`config.mk`:
```
export PLATFORM = sky130hd
export DESIGN_NAME = esdi_ctrl
export DESIGN_NICKNAME = d
export VERILOG_FILES = /design/src/esdi_pkg.sv /design/src/esdi_serial.sv /design/src/esdi_ctrl.sv
export SDC_FILE = /design/constraint.sdc
export NUM_CORES = 1
export LEC_CHECK = 0
export BUFFER_PORTS_ARGS = -buffer_cell sky130_fd_sc_hd__buf_2
export CORE_MARGIN = 8
export CORE_UTILIZATION = 40
export DETAILED_ROUTE_END_ITERATION = 10
export HOLD_SLACK_MARGIN = 0.08
export PLACE_DENSITY = 0.58
export RECOVER_POWER = 50
export SYNTH_ARGS = -nofsm -noshare
export SYNTH_HDL_FRONTEND = slang
export SYNTH_SLANG_ARGS = --single-unit
```
`constraint.sdc`:
```
create_clock -name core_clk -period 2.24 [get_ports core_clk]
set_input_delay 0.56 -clock core_clk [delete_from_list [all_inputs] [get_ports core_clk]]
set_output_delay 0.56 -clock core_clk [all_outputs]
set_load 0.005 [all_outputs]
```
`src/esdi_pkg.sv`:
```
// Constants, types and helpers shared by the fixed-disk host and drive control logic
// Summary of operation
// - Host data and commands are taken only on I/O write with our decoded address.
// - Host bus is driven only during I/O read with our decoded address.
// - 16-bit transfer indication is given for data port accesses only.
// - Sector data moves as 16-bit words; control and status as bytes.
// - Fixed-disk interrupt rises on data block request or command completion.
// - Interrupt holds until the next command write or a reset clears it.
// - Four binary-coded head select outputs choose one of 16 heads.
// - Write gate is asserted only while a write is intended.
// - Write gate drops on module reset, and on write fault at the next clock with ce high.
// - Read gate asks the selected drive for read data and data recovery.
// - Transfer request starts each command bit out and each status bit in.
// - Drive commands go serially as sixteen data bits then one parity bit.
// - Drive pulses index once per turn; controller counts it for timeouts.
// - Only two drive selects exist: drive 0 or drive 1.
// - Address decode is ignored while address enable is high.
// - Reset clears the interrupt and deselects both drives.
package esdi_pkg;
    // I/O decode: eight byte ports above the base
    localparam logic [9:0] IO_BASE = 10'h300;
    localparam logic [2:0] OFS_DATA = 3'h0;
    localparam logic [2:0] OFS_WORD_LO = 3'h4;
    localparam logic [2:0] OFS_WORD_HI = 3'h5;
    localparam logic [2:0] OFS_DRVHEAD = 3'h6;
    localparam logic [2:0] OFS_CMD = 3'h7;
    // Drive/head port fields
    localparam int DRV_BIT = 4;
    localparam int SEL_BIT = 7;
    // Command codes
    localparam logic [7:0] CMD_GATES_OFF = 8'h00;
    localparam logic [7:0] CMD_READ = 8'h01;
    localparam logic [7:0] CMD_WRITE = 8'h02;
    localparam logic [7:0] CMD_DRIVE = 8'h03;
    localparam logic [7:0] CMD_DRIVE_STAT = 8'h04;
    // Status port bits
    localparam int ST_BUSY = 7;
    localparam int ST_READY = 6;
    localparam int ST_WFAULT = 5;
    localparam int ST_ATTN = 4;
    localparam int ST_SECTOR = 3;
    localparam int ST_ERR = 0;
    // Serial framing and timeout
    localparam logic [4:0] CMD_FRAME_BITS = 5'h11;
    localparam logic [4:0] STAT_BITS = 5'h10;
    localparam logic [3:0] TIMEOUT_INDEX = 4'h3;
    localparam logic [15:0] WORD_RST = 16'h0000;
    localparam logic [3:0] HEAD_RST = 4'h0;

    typedef enum logic [1:0] {SER_IDLE, SER_REQ, SER_REL} ser_state_t;

    // Odd parity over a command word: total ones including parity is odd
    function automatic logic odd_parity(input logic [15:0] w);
        odd_parity = ~(^w);
    endfunction : odd_parity

    function automatic logic [2:0] port_ofs(input logic [9:0] a);
        port_ofs = a[2:0];
    endfunction : port_ofs
endpackage : esdi_pkg

```
`src/esdi_serial.sv`:
```
// Serial command/status exchange with the drive over the request/acknowledge handshake
`timescale 1ns/100ps
module esdi_serial (
    // Clock and reset
    input wire logic core_clk,
    input wire logic rst,
    input wire logic ce,
    // Controller side
    input wire logic start,
    input wire logic want_reply,
    input wire logic abort,
    input wire logic [15:0] word,
    output logic busy,
    output logic done,
    output logic [15:0] rx_word,
    // Drive side, active low
    output logic tx_req_n,
    output logic cmd_data_n,
    input wire logic tx_ack_n,
    input wire logic csd_n
);
    import esdi_pkg::*;

    ser_state_t state_r, state_nxt;
    logic [16:0] tx_r, tx_nxt;
    logic [15:0] rx_r, rx_nxt;
    logic [4:0] cnt_r, cnt_nxt;
    logic rx_phase_r, rx_phase_nxt;
    logic reply_r, reply_nxt;
    logic req_r, req_nxt;
    logic done_r, done_nxt;

    always_comb begin
        state_nxt = state_r;
        tx_nxt = tx_r;
        rx_nxt = rx_r;
        cnt_nxt = cnt_r;
        rx_phase_nxt = rx_phase_r;
        reply_nxt = reply_r;
        req_nxt = req_r;
        done_nxt = 1'b0;
        unique case (state_r)
            SER_IDLE: begin
                if (start) begin
                    tx_nxt = {word, odd_parity(word)};
                    cnt_nxt = 5'h00;
                    rx_phase_nxt = 1'b0;
                    reply_nxt = want_reply;
                    req_nxt = 1'b1;
                    state_nxt = SER_REQ;
                end
            end
            SER_REQ: begin
                if (abort) begin
                    req_nxt = 1'b0;
                    state_nxt = SER_IDLE;
                end else if (!tx_ack_n) begin
                    // Status bit is valid with acknowledge
                    if (rx_phase_r) begin
                        rx_nxt = {rx_r[14:0], ~csd_n};
                    end
                    req_nxt = 1'b0;
                    state_nxt = SER_REL;
                end
            end
            SER_REL: begin
                if (abort) begin
                    state_nxt = SER_IDLE;
                end else if (tx_ack_n) begin
                    // Next request only after the drive lets go of acknowledge
                    cnt_nxt = cnt_r + 5'h01;
                    if (!rx_phase_r) begin
                        tx_nxt = {tx_r[15:0], 1'b0};
                    end
                    if (!rx_phase_r && cnt_r + 5'h01 == CMD_FRAME_BITS) begin
                        if (reply_r) begin
                            rx_phase_nxt = 1'b1;
                            cnt_nxt = 5'h00;
                            req_nxt = 1'b1;
                            state_nxt = SER_REQ;
                        end else begin
                            done_nxt = 1'b1;
                            state_nxt = SER_IDLE;
                        end
                    end else if (rx_phase_r && cnt_r + 5'h01 == STAT_BITS) begin
                        done_nxt = 1'b1;
                        state_nxt = SER_IDLE;
                    end else begin
                        req_nxt = 1'b1;
                        state_nxt = SER_REQ;
                    end
                end
            end
        endcase
    end

    always_ff @(posedge core_clk) begin
        if (rst) begin
            state_r <= SER_IDLE;
            tx_r <= 17'h00000;
            rx_r <= WORD_RST;
            cnt_r <= 5'h00;
            rx_phase_r <= 1'b0;
            reply_r <= 1'b0;
            req_r <= 1'b0;
            done_r <= 1'b0;
        end else if (ce) begin
            state_r <= state_nxt;
            tx_r <= tx_nxt;
            rx_r <= rx_nxt;
            cnt_r <= cnt_nxt;
            rx_phase_r <= rx_phase_nxt;
            reply_r <= reply_nxt;
            req_r <= req_nxt;
            done_r <= done_nxt;
        end
    end

    assign busy = (state_r != SER_IDLE);
    assign done = done_r;
    assign rx_word = rx_r;
    assign tx_req_n = ~req_r;
    // Line idles high when nothing is being sent
    assign cmd_data_n = ~(tx_r[16] & ~rx_phase_r & busy);
endmodule : esdi_serial

```
`src/esdi_ctrl.sv`:
```
// Fixed-disk host I/O decode, interrupt and drive control cable logic
`timescale 1ns/100ps
module esdi_ctrl #(
    parameter logic [3:0] TIMEOUT_IDX = esdi_pkg::TIMEOUT_INDEX
) (
    // Clock, reset, enable
    input wire logic core_clk,
    input wire logic rst,
    input wire logic ce,
    // Host I/O channel
    input wire logic [9:0] sa,
    input wire logic aen,
    input wire logic bale,
    input wire logic ior_n,
    input wire logic iow_n,
    input wire logic [15:0] sd_in,
    output logic [15:0] sd_out,
    output logic sd_oe_lo,
    output logic sd_oe_hi,
    output logic iocs16_n,
    output logic irq14,
    // Drive control cable
    output logic [3:0] head_sel_n,
    output logic [1:0] drv_sel_n,
    output logic wr_gate_n,
    output logic rd_gate_n,
    output logic tx_req_n,
    output logic cmd_data_n,
    input wire logic tx_ack_n,
    input wire logic csd_n,
    input wire logic attn_n,
    input wire logic sector_n,
    input wire logic index_n,
    input wire logic drv_ready_n,
    input wire logic wr_fault
);
    import esdi_pkg::*;

    // Host cycle tracking
    logic [9:0] addr_r, addr_nxt;
    logic hi_en_r, hi_en_nxt;
    logic iow_d_r, iow_d_nxt;
    logic wr_hit_r, wr_hit_nxt;
    logic [15:0] wdata_r, wdata_nxt;
    logic [15:0] sd_out_r, sd_out_nxt;
    logic oe_lo_r, oe_lo_nxt;
    logic oe_hi_r, oe_hi_nxt;
    logic cs16_r, cs16_nxt;
    // Task state
    logic [15:0] data_r, data_nxt;
    logic [15:0] cword_r, cword_nxt;
    logic [3:0] head_r, head_nxt;
    logic drv_r, drv_nxt;
    logic sel_r, sel_nxt;
    logic wg_r, wg_nxt;
    logic rg_r, rg_nxt;
    logic irq_r, irq_nxt;
    logic err_r, err_nxt;
    logic sect_r, sect_nxt;
    logic index_d_r, index_d_nxt;
    logic [3:0] idx_cnt_r, idx_cnt_nxt;
    logic ser_start_r, ser_start_nxt;
    logic reply_r, reply_nxt;
    logic abort_r, abort_nxt;

    logic ser_busy, ser_done;
    logic [15:0] rx_word;
    logic hit, wr_stb, cmd_wr, ready, idx_edge;
    logic [2:0] ofs;
    logic [7:0] status;

    // Address is taken while the latch enable is high, so the decode holds across the strobe
    assign ofs = port_ofs(addr_r);
    assign hit = (addr_r[9:3] == IO_BASE[9:3]) && !aen;
    // Act at the end of the write strobe, when host data is surely settled
    assign wr_stb = iow_n && !iow_d_r && wr_hit_r;
    assign cmd_wr = wr_stb && (ofs == OFS_CMD);
    assign ready = !drv_ready_n;
    assign idx_edge = !index_n && index_d_r;
    assign status = {ser_busy, ready, wr_fault, ready & !attn_n, sect_r, 2'b00, err_r};

    always_comb begin
        addr_nxt = bale ? sa : addr_r;
        hi_en_nxt = bale ? (port_ofs(sa) == OFS_DATA) : hi_en_r;
        iow_d_nxt = iow_n;
        wr_hit_nxt = !iow_n ? hit : (iow_d_r ? 1'b0 : wr_hit_r);
        wdata_nxt = !iow_n ? sd_in : wdata_r;
        oe_lo_nxt = !ior_n && hit;
        oe_hi_nxt = !ior_n && hit && hi_en_r && (ofs == OFS_DATA);
        cs16_nxt = hit && hi_en_r && (ofs == OFS_DATA);
        sd_out_nxt = 16'h0000;
        unique case (ofs)
            OFS_DATA: sd_out_nxt = data_r;
            OFS_WORD_LO: sd_out_nxt = {8'h00, rx_word[7:0]};
            OFS_WORD_HI: sd_out_nxt = {8'h00, rx_word[15:8]};
            OFS_DRVHEAD: sd_out_nxt = {8'h00, sel_r, 2'b00, drv_r, head_r};
            OFS_CMD: sd_out_nxt = {8'h00, status};
            default: sd_out_nxt = 16'h0000;
        endcase
    end

    always_comb begin
        data_nxt = data_r;
        cword_nxt = cword_r;
        head_nxt = head_r;
        drv_nxt = drv_r;
        sel_nxt = sel_r;
        wg_nxt = wg_r;
        rg_nxt = rg_r;
        irq_nxt = irq_r;
        err_nxt = err_r;
        sect_nxt = sect_r || (ready && !sector_n);
        index_d_nxt = index_n;
        idx_cnt_nxt = ser_busy ? idx_cnt_r : 4'h0;
        ser_start_nxt = 1'b0;
        reply_nxt = reply_r;
        abort_nxt = 1'b0;
        if (wr_stb) begin
            unique case (ofs)
                OFS_DATA: data_nxt = wdata_r;
                OFS_WORD_LO: cword_nxt = {cword_r[15:8], wdata_r[7:0]};
                OFS_WORD_HI: cword_nxt = {wdata_r[7:0], cword_r[7:0]};
                OFS_DRVHEAD: begin
                    head_nxt = wdata_r[3:0];
                    drv_nxt = wdata_r[DRV_BIT];
                    sel_nxt = wdata_r[SEL_BIT];
                end
                default: ;
            endcase
        end
        if (cmd_wr) begin
            irq_nxt = 1'b0;
            err_nxt = 1'b0;
            // A sector mark in the clearing cycle still counts
            sect_nxt = ready && !sector_n;
            unique case (wdata_r[7:0])
                CMD_GATES_OFF: begin
                    wg_nxt = 1'b0;
                    rg_nxt = 1'b0;
                end
                CMD_READ: begin
                    wg_nxt = 1'b0;
                    rg_nxt = ready && sel_r;
                    err_nxt = !(ready && sel_r);
                end
                CMD_WRITE: begin
                    rg_nxt = 1'b0;
                    wg_nxt = ready && sel_r && !wr_fault;
                    err_nxt = !(ready && sel_r && !wr_fault);
                    irq_nxt = 1'b1;
                end
                CMD_DRIVE, CMD_DRIVE_STAT: begin
                    // Serial exchange only to a ready, selected, idle drive
                    ser_start_nxt = ready && sel_r && !ser_busy;
                    reply_nxt = (wdata_r[7:0] == CMD_DRIVE_STAT);
                    err_nxt = !(ready && sel_r && !ser_busy);
                end
                default: err_nxt = 1'b1;
            endcase
        end
        if (ser_busy && idx_edge) begin
            idx_cnt_nxt = idx_cnt_r + 4'h1;
            if (idx_cnt_r + 4'h1 >= TIMEOUT_IDX) begin
                abort_nxt = 1'b1;
                err_nxt = 1'b1;
                irq_nxt = 1'b1;
            end
        end
        // Completion wins over a clear in the same cycle
        if (ser_done) begin
            irq_nxt = 1'b1;
        end
        if (wr_fault) begin
            wg_nxt = 1'b0;
        end
    end

    always_ff @(posedge core_clk) begin
        if (rst) begin
            addr_r <= 10'h000;
            hi_en_r <= 1'b0;
            iow_d_r <= 1'b1;
            wr_hit_r <= 1'b0;
            wdata_r <= WORD_RST;
            sd_out_r <= WORD_RST;
            oe_lo_r <= 1'b0;
            oe_hi_r <= 1'b0;
            cs16_r <= 1'b0;
            data_r <= WORD_RST;
            cword_r <= WORD_RST;
            head_r <= HEAD_RST;
            drv_r <= 1'b0;
            sel_r <= 1'b0;
            wg_r <= 1'b0;
            rg_r <= 1'b0;
            irq_r <= 1'b0;
            err_r <= 1'b0;
            sect_r <= 1'b0;
            index_d_r <= 1'b1;
            idx_cnt_r <= 4'h0;
            ser_start_r <= 1'b0;
            reply_r <= 1'b0;
            abort_r <= 1'b0;
        end else if (ce) begin
            addr_r <= addr_nxt;
            hi_en_r <= hi_en_nxt;
            iow_d_r <= iow_d_nxt;
            wr_hit_r <= wr_hit_nxt;
            wdata_r <= wdata_nxt;
            sd_out_r <= sd_out_nxt;
            oe_lo_r <= oe_lo_nxt;
            oe_hi_r <= oe_hi_nxt;
            cs16_r <= cs16_nxt;
            data_r <= data_nxt;
            cword_r <= cword_nxt;
            head_r <= head_nxt;
            drv_r <= drv_nxt;
            sel_r <= sel_nxt;
            wg_r <= wg_nxt;
            rg_r <= rg_nxt;
            irq_r <= irq_nxt;
            err_r <= err_nxt;
            sect_r <= sect_nxt;
            index_d_r <= index_d_nxt;
            idx_cnt_r <= idx_cnt_nxt;
            ser_start_r <= ser_start_nxt;
            reply_r <= reply_nxt;
            abort_r <= abort_nxt;
        end
    end

    esdi_serial u_serial (
        .core_clk(core_clk),
        .rst(rst),
        .ce(ce),
        .start(ser_start_r),
        .want_reply(reply_r),
        .abort(abort_r),
        .word(cword_r),
        .busy(ser_busy),
        .done(ser_done),
        .rx_word(rx_word),
        .tx_req_n(tx_req_n),
        .cmd_data_n(cmd_data_n),
        .tx_ack_n(tx_ack_n),
        .csd_n(csd_n)
    );

    assign sd_out = sd_out_r;
    assign sd_oe_lo = oe_lo_r;
    assign sd_oe_hi = oe_hi_r;
    assign iocs16_n = ~cs16_r;
    assign irq14 = irq_r;
    assign head_sel_n = ~head_r;
    assign drv_sel_n = ~{sel_r & drv_r, sel_r & ~drv_r};
    assign wr_gate_n = ~wg_r;
    assign rd_gate_n = ~rg_r;
endmodule : esdi_ctrl

```
## After elaboration in Yosys (flattened, before gate mapping)

Index checks and enable logic that the tools add are counted.

- Bits in registers: 143
- Bits of input ports: 40
- Output and inout port bits: 30
- Word-level logic and storage cells: 208

- Add/subtract/negate cells: 2
- Magnitude comparators: 1
- Equality and inequality tests: 25
- Mux-type cells: 64
- Bitwise operators: 21
- Reductions and logical operators: 62

Operators with widths:

| operator | number |
|---|---|
| $pmux 16 s5 | 1 |
| $mux 17 | 4 |
| $mux 1 | 37 |
| $pmux 17 s2 | 1 |
| $pmux 16 s2 | 1 |
| $mux 5 | 5 |
| $reduce_and 3->1 | 6 |
| $logic_and 1x1->1 | 17 |
| $eq 8x2->1 const B | 2 |
| $reduce_xor 16->1 | 1 |
| $not 1->1 | 14 |
| $reduce_and 7->1 | 2 |
| $logic_not 1->1 | 13 |
| $eq 3x3->1 const B | 4 |
| $mux 2 | 6 |
| $reduce_and 4->1 | 3 |
| $eq 5x5->1 const B | 2 |
| $pmux 5 s2 | 1 |
| $reduce_and 5->1 | 2 |
| $eq 8x1->1 const B | 1 |
| $eq 8x3->1 const B | 1 |
| $logic_not 8->1 | 1 |
| $mux 4 | 2 |
| $ne 2x1->1 const B | 4 |
| other kinds (24) | 44 |

## Depth between registers and ports, before layout

- Depth after elaboration: 8
- Mapped depth: 8
- Gate-level depth less buffers: 6

## Hierarchy

From an unflattened synthesis, not the netlist that was laid out.

- Cells, all modules: 764
- Area total of the unflattened synthesis: 6488.7 um^2

By module, submodules not included:

| module | times used | cells each | area an instance (um^2) | seq. area each (um^2) |
|---|---|---|---|---|
| esdi_ctrl | 1 | 514 | 4269.1 | 1981.9 |
| esdi_serial | 1 | 250 | 2219.6 | 880.8 |

## Least setup slack after synthesis

Ideal clock, no wire load.

- Kind: input-to-reg
- Start point: input ce
- End point: register u_serial.rx_r[12], in the netlist u_serial.rx_word[12]
- Setup time: 128 ps
- Arrival: 1694 ps
- Data required time: 2112 ps
- Slack: 418 ps
- Stages on the path: 7
- Buffers on the path: 3
- Path through: buf_2 > and3b_1 > nand3_1 > buf_2 > buf_2 > mux2i_1 > nor2_1

- Cells in the longest elaborated chain, start to end: 1

RTL lines:

| element | line | RTL |
|---|---|---|
| start, declared | esdi_ctrl.sv:9 | `input wire logic ce,` |
| $reduce_and 5->1 (no line) | n/a |  |
| end signal, assigned | esdi_serial.sv:110 | `rx_r <= rx_nxt;` |
| end, declared | esdi_serial.sv:26 | `logic [15:0] rx_r, rx_nxt;` |

No other way between the ends.
A chain may end at the register's enable or synchronous reset.

## Worst setup path in the final report

- Start point: register u_serial.state_r[0]
- End point: output cmd_data_n

- Cells in the longest elaborated chain, start to end: 3

RTL lines:

| element | line | RTL |
|---|---|---|
| start, declared | esdi_serial.sv:24 | `ser_state_t state_r, state_nxt;` |
| start signal, assigned | esdi_serial.sv:108 | `state_r <= state_nxt;` |
| $reduce_bool 2->1 | esdi_serial.sv:119 | `assign busy = (state_r != SER_IDLE);` |
| $and 1x1->1 | esdi_serial.sv:124 | `assign cmd_data_n = ~(tx_r[16] & ~rx_phase_r & busy);` |
| $not 1->1 | esdi_serial.sv:124 |  |
| end, declared | esdi_ctrl.sv:28 | `output logic cmd_data_n,` |

No other way between the ends.

==> results.yml <==
power_and_ir_drop:
  p_leak_nw: 2.74
  ir_drop_mv: 0.545
  switchingPower_mw: 1.35
  intPower_mw: 4.24
  clkPwrFrac_pct: 49.0
  finalPower_mw: 5.58
  seq_power_share_pct: 46.5
  netSwitchingFraction_pct: 24.1
  power_frac_comb_pct: 4.5
  power.density_nw_per_um2: 747
global_routing:
  antenna_found_initial: 0
  grt_pass1_wl_um: 26700
  top_usage_layer: "met2"
  grt_max_degree: 92
  use_met2_pct: 26.0
  use_met1_pct: 21.8
  grt_pass1_vias: 5281
  grt-ovfl-total: 0
  grt_use_met3_pct: 4.23
  grt.total_usage_pct: 16.5
yosys:
  syn_nets: 825
  ys_ff_latch: 143
  ys_seq_area_share_pct: 45.1
  ys_async_sr_fraction_pct: 0
  synth_cells: 780
  ys_types: 60
  synthFlopType: "dfxtp_1"
  synth.avg_cell_area_um2: 8.14
  syn_area_um2: 6350
  synth_edf_count: 0
  yosysWarnings: 0
die:
  dieArea_um2: 20200
  core_um2: 15700
  rows: 46
  die_x_um: 142
  die_h_um: 142
  io_pins: 70
  initial_core_util_pct: 40.4
clock_tree:
  tritoncts: "yes"
  numCtsBuffers: 17
  htreeDepth: 4
  post-cts-setup-buffer-count: 0
  clk_path_buf_depth: 2
  cts_sinks: 143
  clk_latency_ns: 0.42
  root_buffer: "clkbuf_16"
  clk_pin_slew_ns: 0.06
routing:
  vias: 5530
  drtIter0Drc: 366
  routed_wirelength_um: 16400
  drt_pass1_iterations: 5
  wl_per_cell_um: 15.4
  antenna_left: 0
  vias_per_cell: 5.19
  drc_errors: 0
sta:
  grt_setup_unrepaired: "no"
  whs_ns: 0.370
  final_max_slew_viol_count: 0
  period_share_pct: 95.9
  slew_headroom_pct: 33.0
  final_hold_viol_count: 0
  fmax_ghz: 0.465
  tightest_slew_ns: 1.01
  fin_worst_skew_ns: 0.0148
  finalCriticalPeriod_ns: 2.15
  setup_viol: 0
  setup_tns_ns: 0
worst_setup_path:
  cp-end-kind: "output pin"
  worstPathBufferInverterCount: 1
  crit_family: "simple AND/OR/NAND/NOR gates"
  start_kind: "flip-flop"
  crit_type: "flip-flop to output pin"
  crit_fanout: 10
  crit_required_ns: 1.68
  path_depth: 3
  crit_chain: "nor2_2 > or3b_2 > buf_2"
  cpMaxStageDelayCell: "or3b_2"
  cp.arrival_ns: 1.59
  max_stage_delay_ns: 0.46
  r2r_cells: 6
status:
  status: "finished clean"
hold_path:
  whs_path_depth: 2
  hold_path_class: "input pin to flip-flop"
cells_and_area:
  ff_latch_area_um2: 2870
  layout_common_cells: "145 x nand2_1, 141 x dfxtp_1, 92 x a21oi_1"
  stdcell_count: 1066
  fill_cells: 1546
  multi_input_area_um2: 3190
  drive_gt1_share_pct: 14.4
  fin_util_pct: 47.6
  finalNetCount: 882
  diodes: 0
  final_common_cell: "nand2_1"
  synthToLayoutAreaGrowth_pct: 17.7
job:
  maxCapViolCount: 0
placement:
  place_congestion: 0.784
  post-dp-hpwl_um: 11500
  placed_cells: 1034
  portBuffers: 69
layout make-up:
type / instances / share of cell area (%)
Clock inverter: 13 / 1.77
Sequential cell: 143 / 38.3
Multi-Input combinational cell: 564 / 42.6
Tap cell: 216 / 3.62
Timing Repair Buffer: 92 / 6.76
Inverter: 19 / 0.954
Clock buffer: 19 / 5.93
stage by stage:
step / worst slack, ns / cell area, um2
after detailed placement: 0.234 / 6930
after global placement: 0.308 / 6930
after CTS: 0.0137 / 7510
final: 0.0911 / 7470
after global routing: 0.0263 / 7470
after floorplan: 0.418 / 6350
power by group through the flow:
stage / Clock (mW) / Sequential [mW] / Combinational [mW]
floorplan: 0 / 2.64 / 0.160
global placement: 0 / 2.65 / 0.250
detailed placement: 0 / 2.65 / 0.255
CTS: 2.79 / 2.59 / 0.255
global route: 2.89 / 2.60 / 0.277
finish: 2.74 / 2.59 / 0.252
synth_stat cells (all sizes together) (2+ instances only):
library cell	count	area, um2
nand3b	5	50.1
a21boi	2	15.0
nor4	4	25.0
buf	16	91.3
a211oi	2	15.0
nand3	28	153
or4	3	22.5
and3b	4	36.3
nand2b	20	125
a21bo	2	20.0
a2bb2oi	2	17.5
a211o	3	26.3
or3	2	12.5
dfxtp	143	2860
a41oi	2	17.5
o21a	3	22.5
nor3b	2	15.0
nand4	3	18.8
nor2	90	340
ha	5	62.6
nor3	6	30.0
xnor2	14	123
o21ai	14	85.1
inv	19	71.3
and2	5	32.5
o32ai	2	17.5
and3	2	12.5
o22ai	3	18.8
a311oi	16	140
o2bb2ai	2	17.5
nand2	145	544
nor2b	15	93.8
clkbuf	38	143
a21oi	92	460
and4b	2	20.0
mux2i	36	360
a22oi	10	75.1
or3b	2	17.5
xor2	4	35.0
kinds of logic after synthesis:
family	after synthesis	synth area share [%]
adder cells (fa/ha/maj)	5	0.985
buffers and inverters	73	4.81
AND/OR/NAND/NOR	341	24.8
flip-flops	143	45.1
AO/OA/AOI/OAI	163	16.0
multiplexers	37	5.85
XOR/XNOR	18	2.48
flip-flops by register name, indices dropped and copies added (netlist names), 2 cells and up:
| register | flops |
|---|---|
| u_serial.tx_r | 17 |
| cword_r | 16 |
| data_r | 16 |
| sd_out | 16 |
| u_serial.rx_word | 16 |
| wdata_r | 16 |
| addr_r | 10 |
| u_serial.cnt_r | 5 |
| head_r | 4 |
| idx_cnt_r | 4 |
| u_serial.state_r | 2 |
worst reg2reg max path, cell delays in order, from the launching register on:
cell      delay, ns
dfxtp_1        0.47
ha_1           0.31
nand3_1        0.13
xor2_1         0.18
nor4_1         0.48
a21oi_1        0.14
a211oi_1       0.22
per-layer routing:
| metal | share of wire (%) | wire length (um) |
|---|---|---|
| met1 | 47 | 7810 |
| met2 | 46 | 7570 |
| met3 | 5.5 | 903 |
| met4 | 1.0 | 164 |
| met5 | 0 | 0 |
path summary, 6_finish.rpt:
path,startpoint,to,slack [ns]
max,u_serial.state_r[0],cmd_data_n,0.09
min,index_n,index_d_r,0.37
max reg2reg,u_serial.cnt_r[0],u_serial.rx_phase_r,0.23
min reg2reg,data_r[11],data_r[11],0.46
repair_timing:
action                     4_1_cts  5_1_grt
resized for setup                2        1
hold endpoints to repair         0        0
hold buffers                     0        0
setup endpoints to repair        1        1
(Power assumes the default switching activity.)
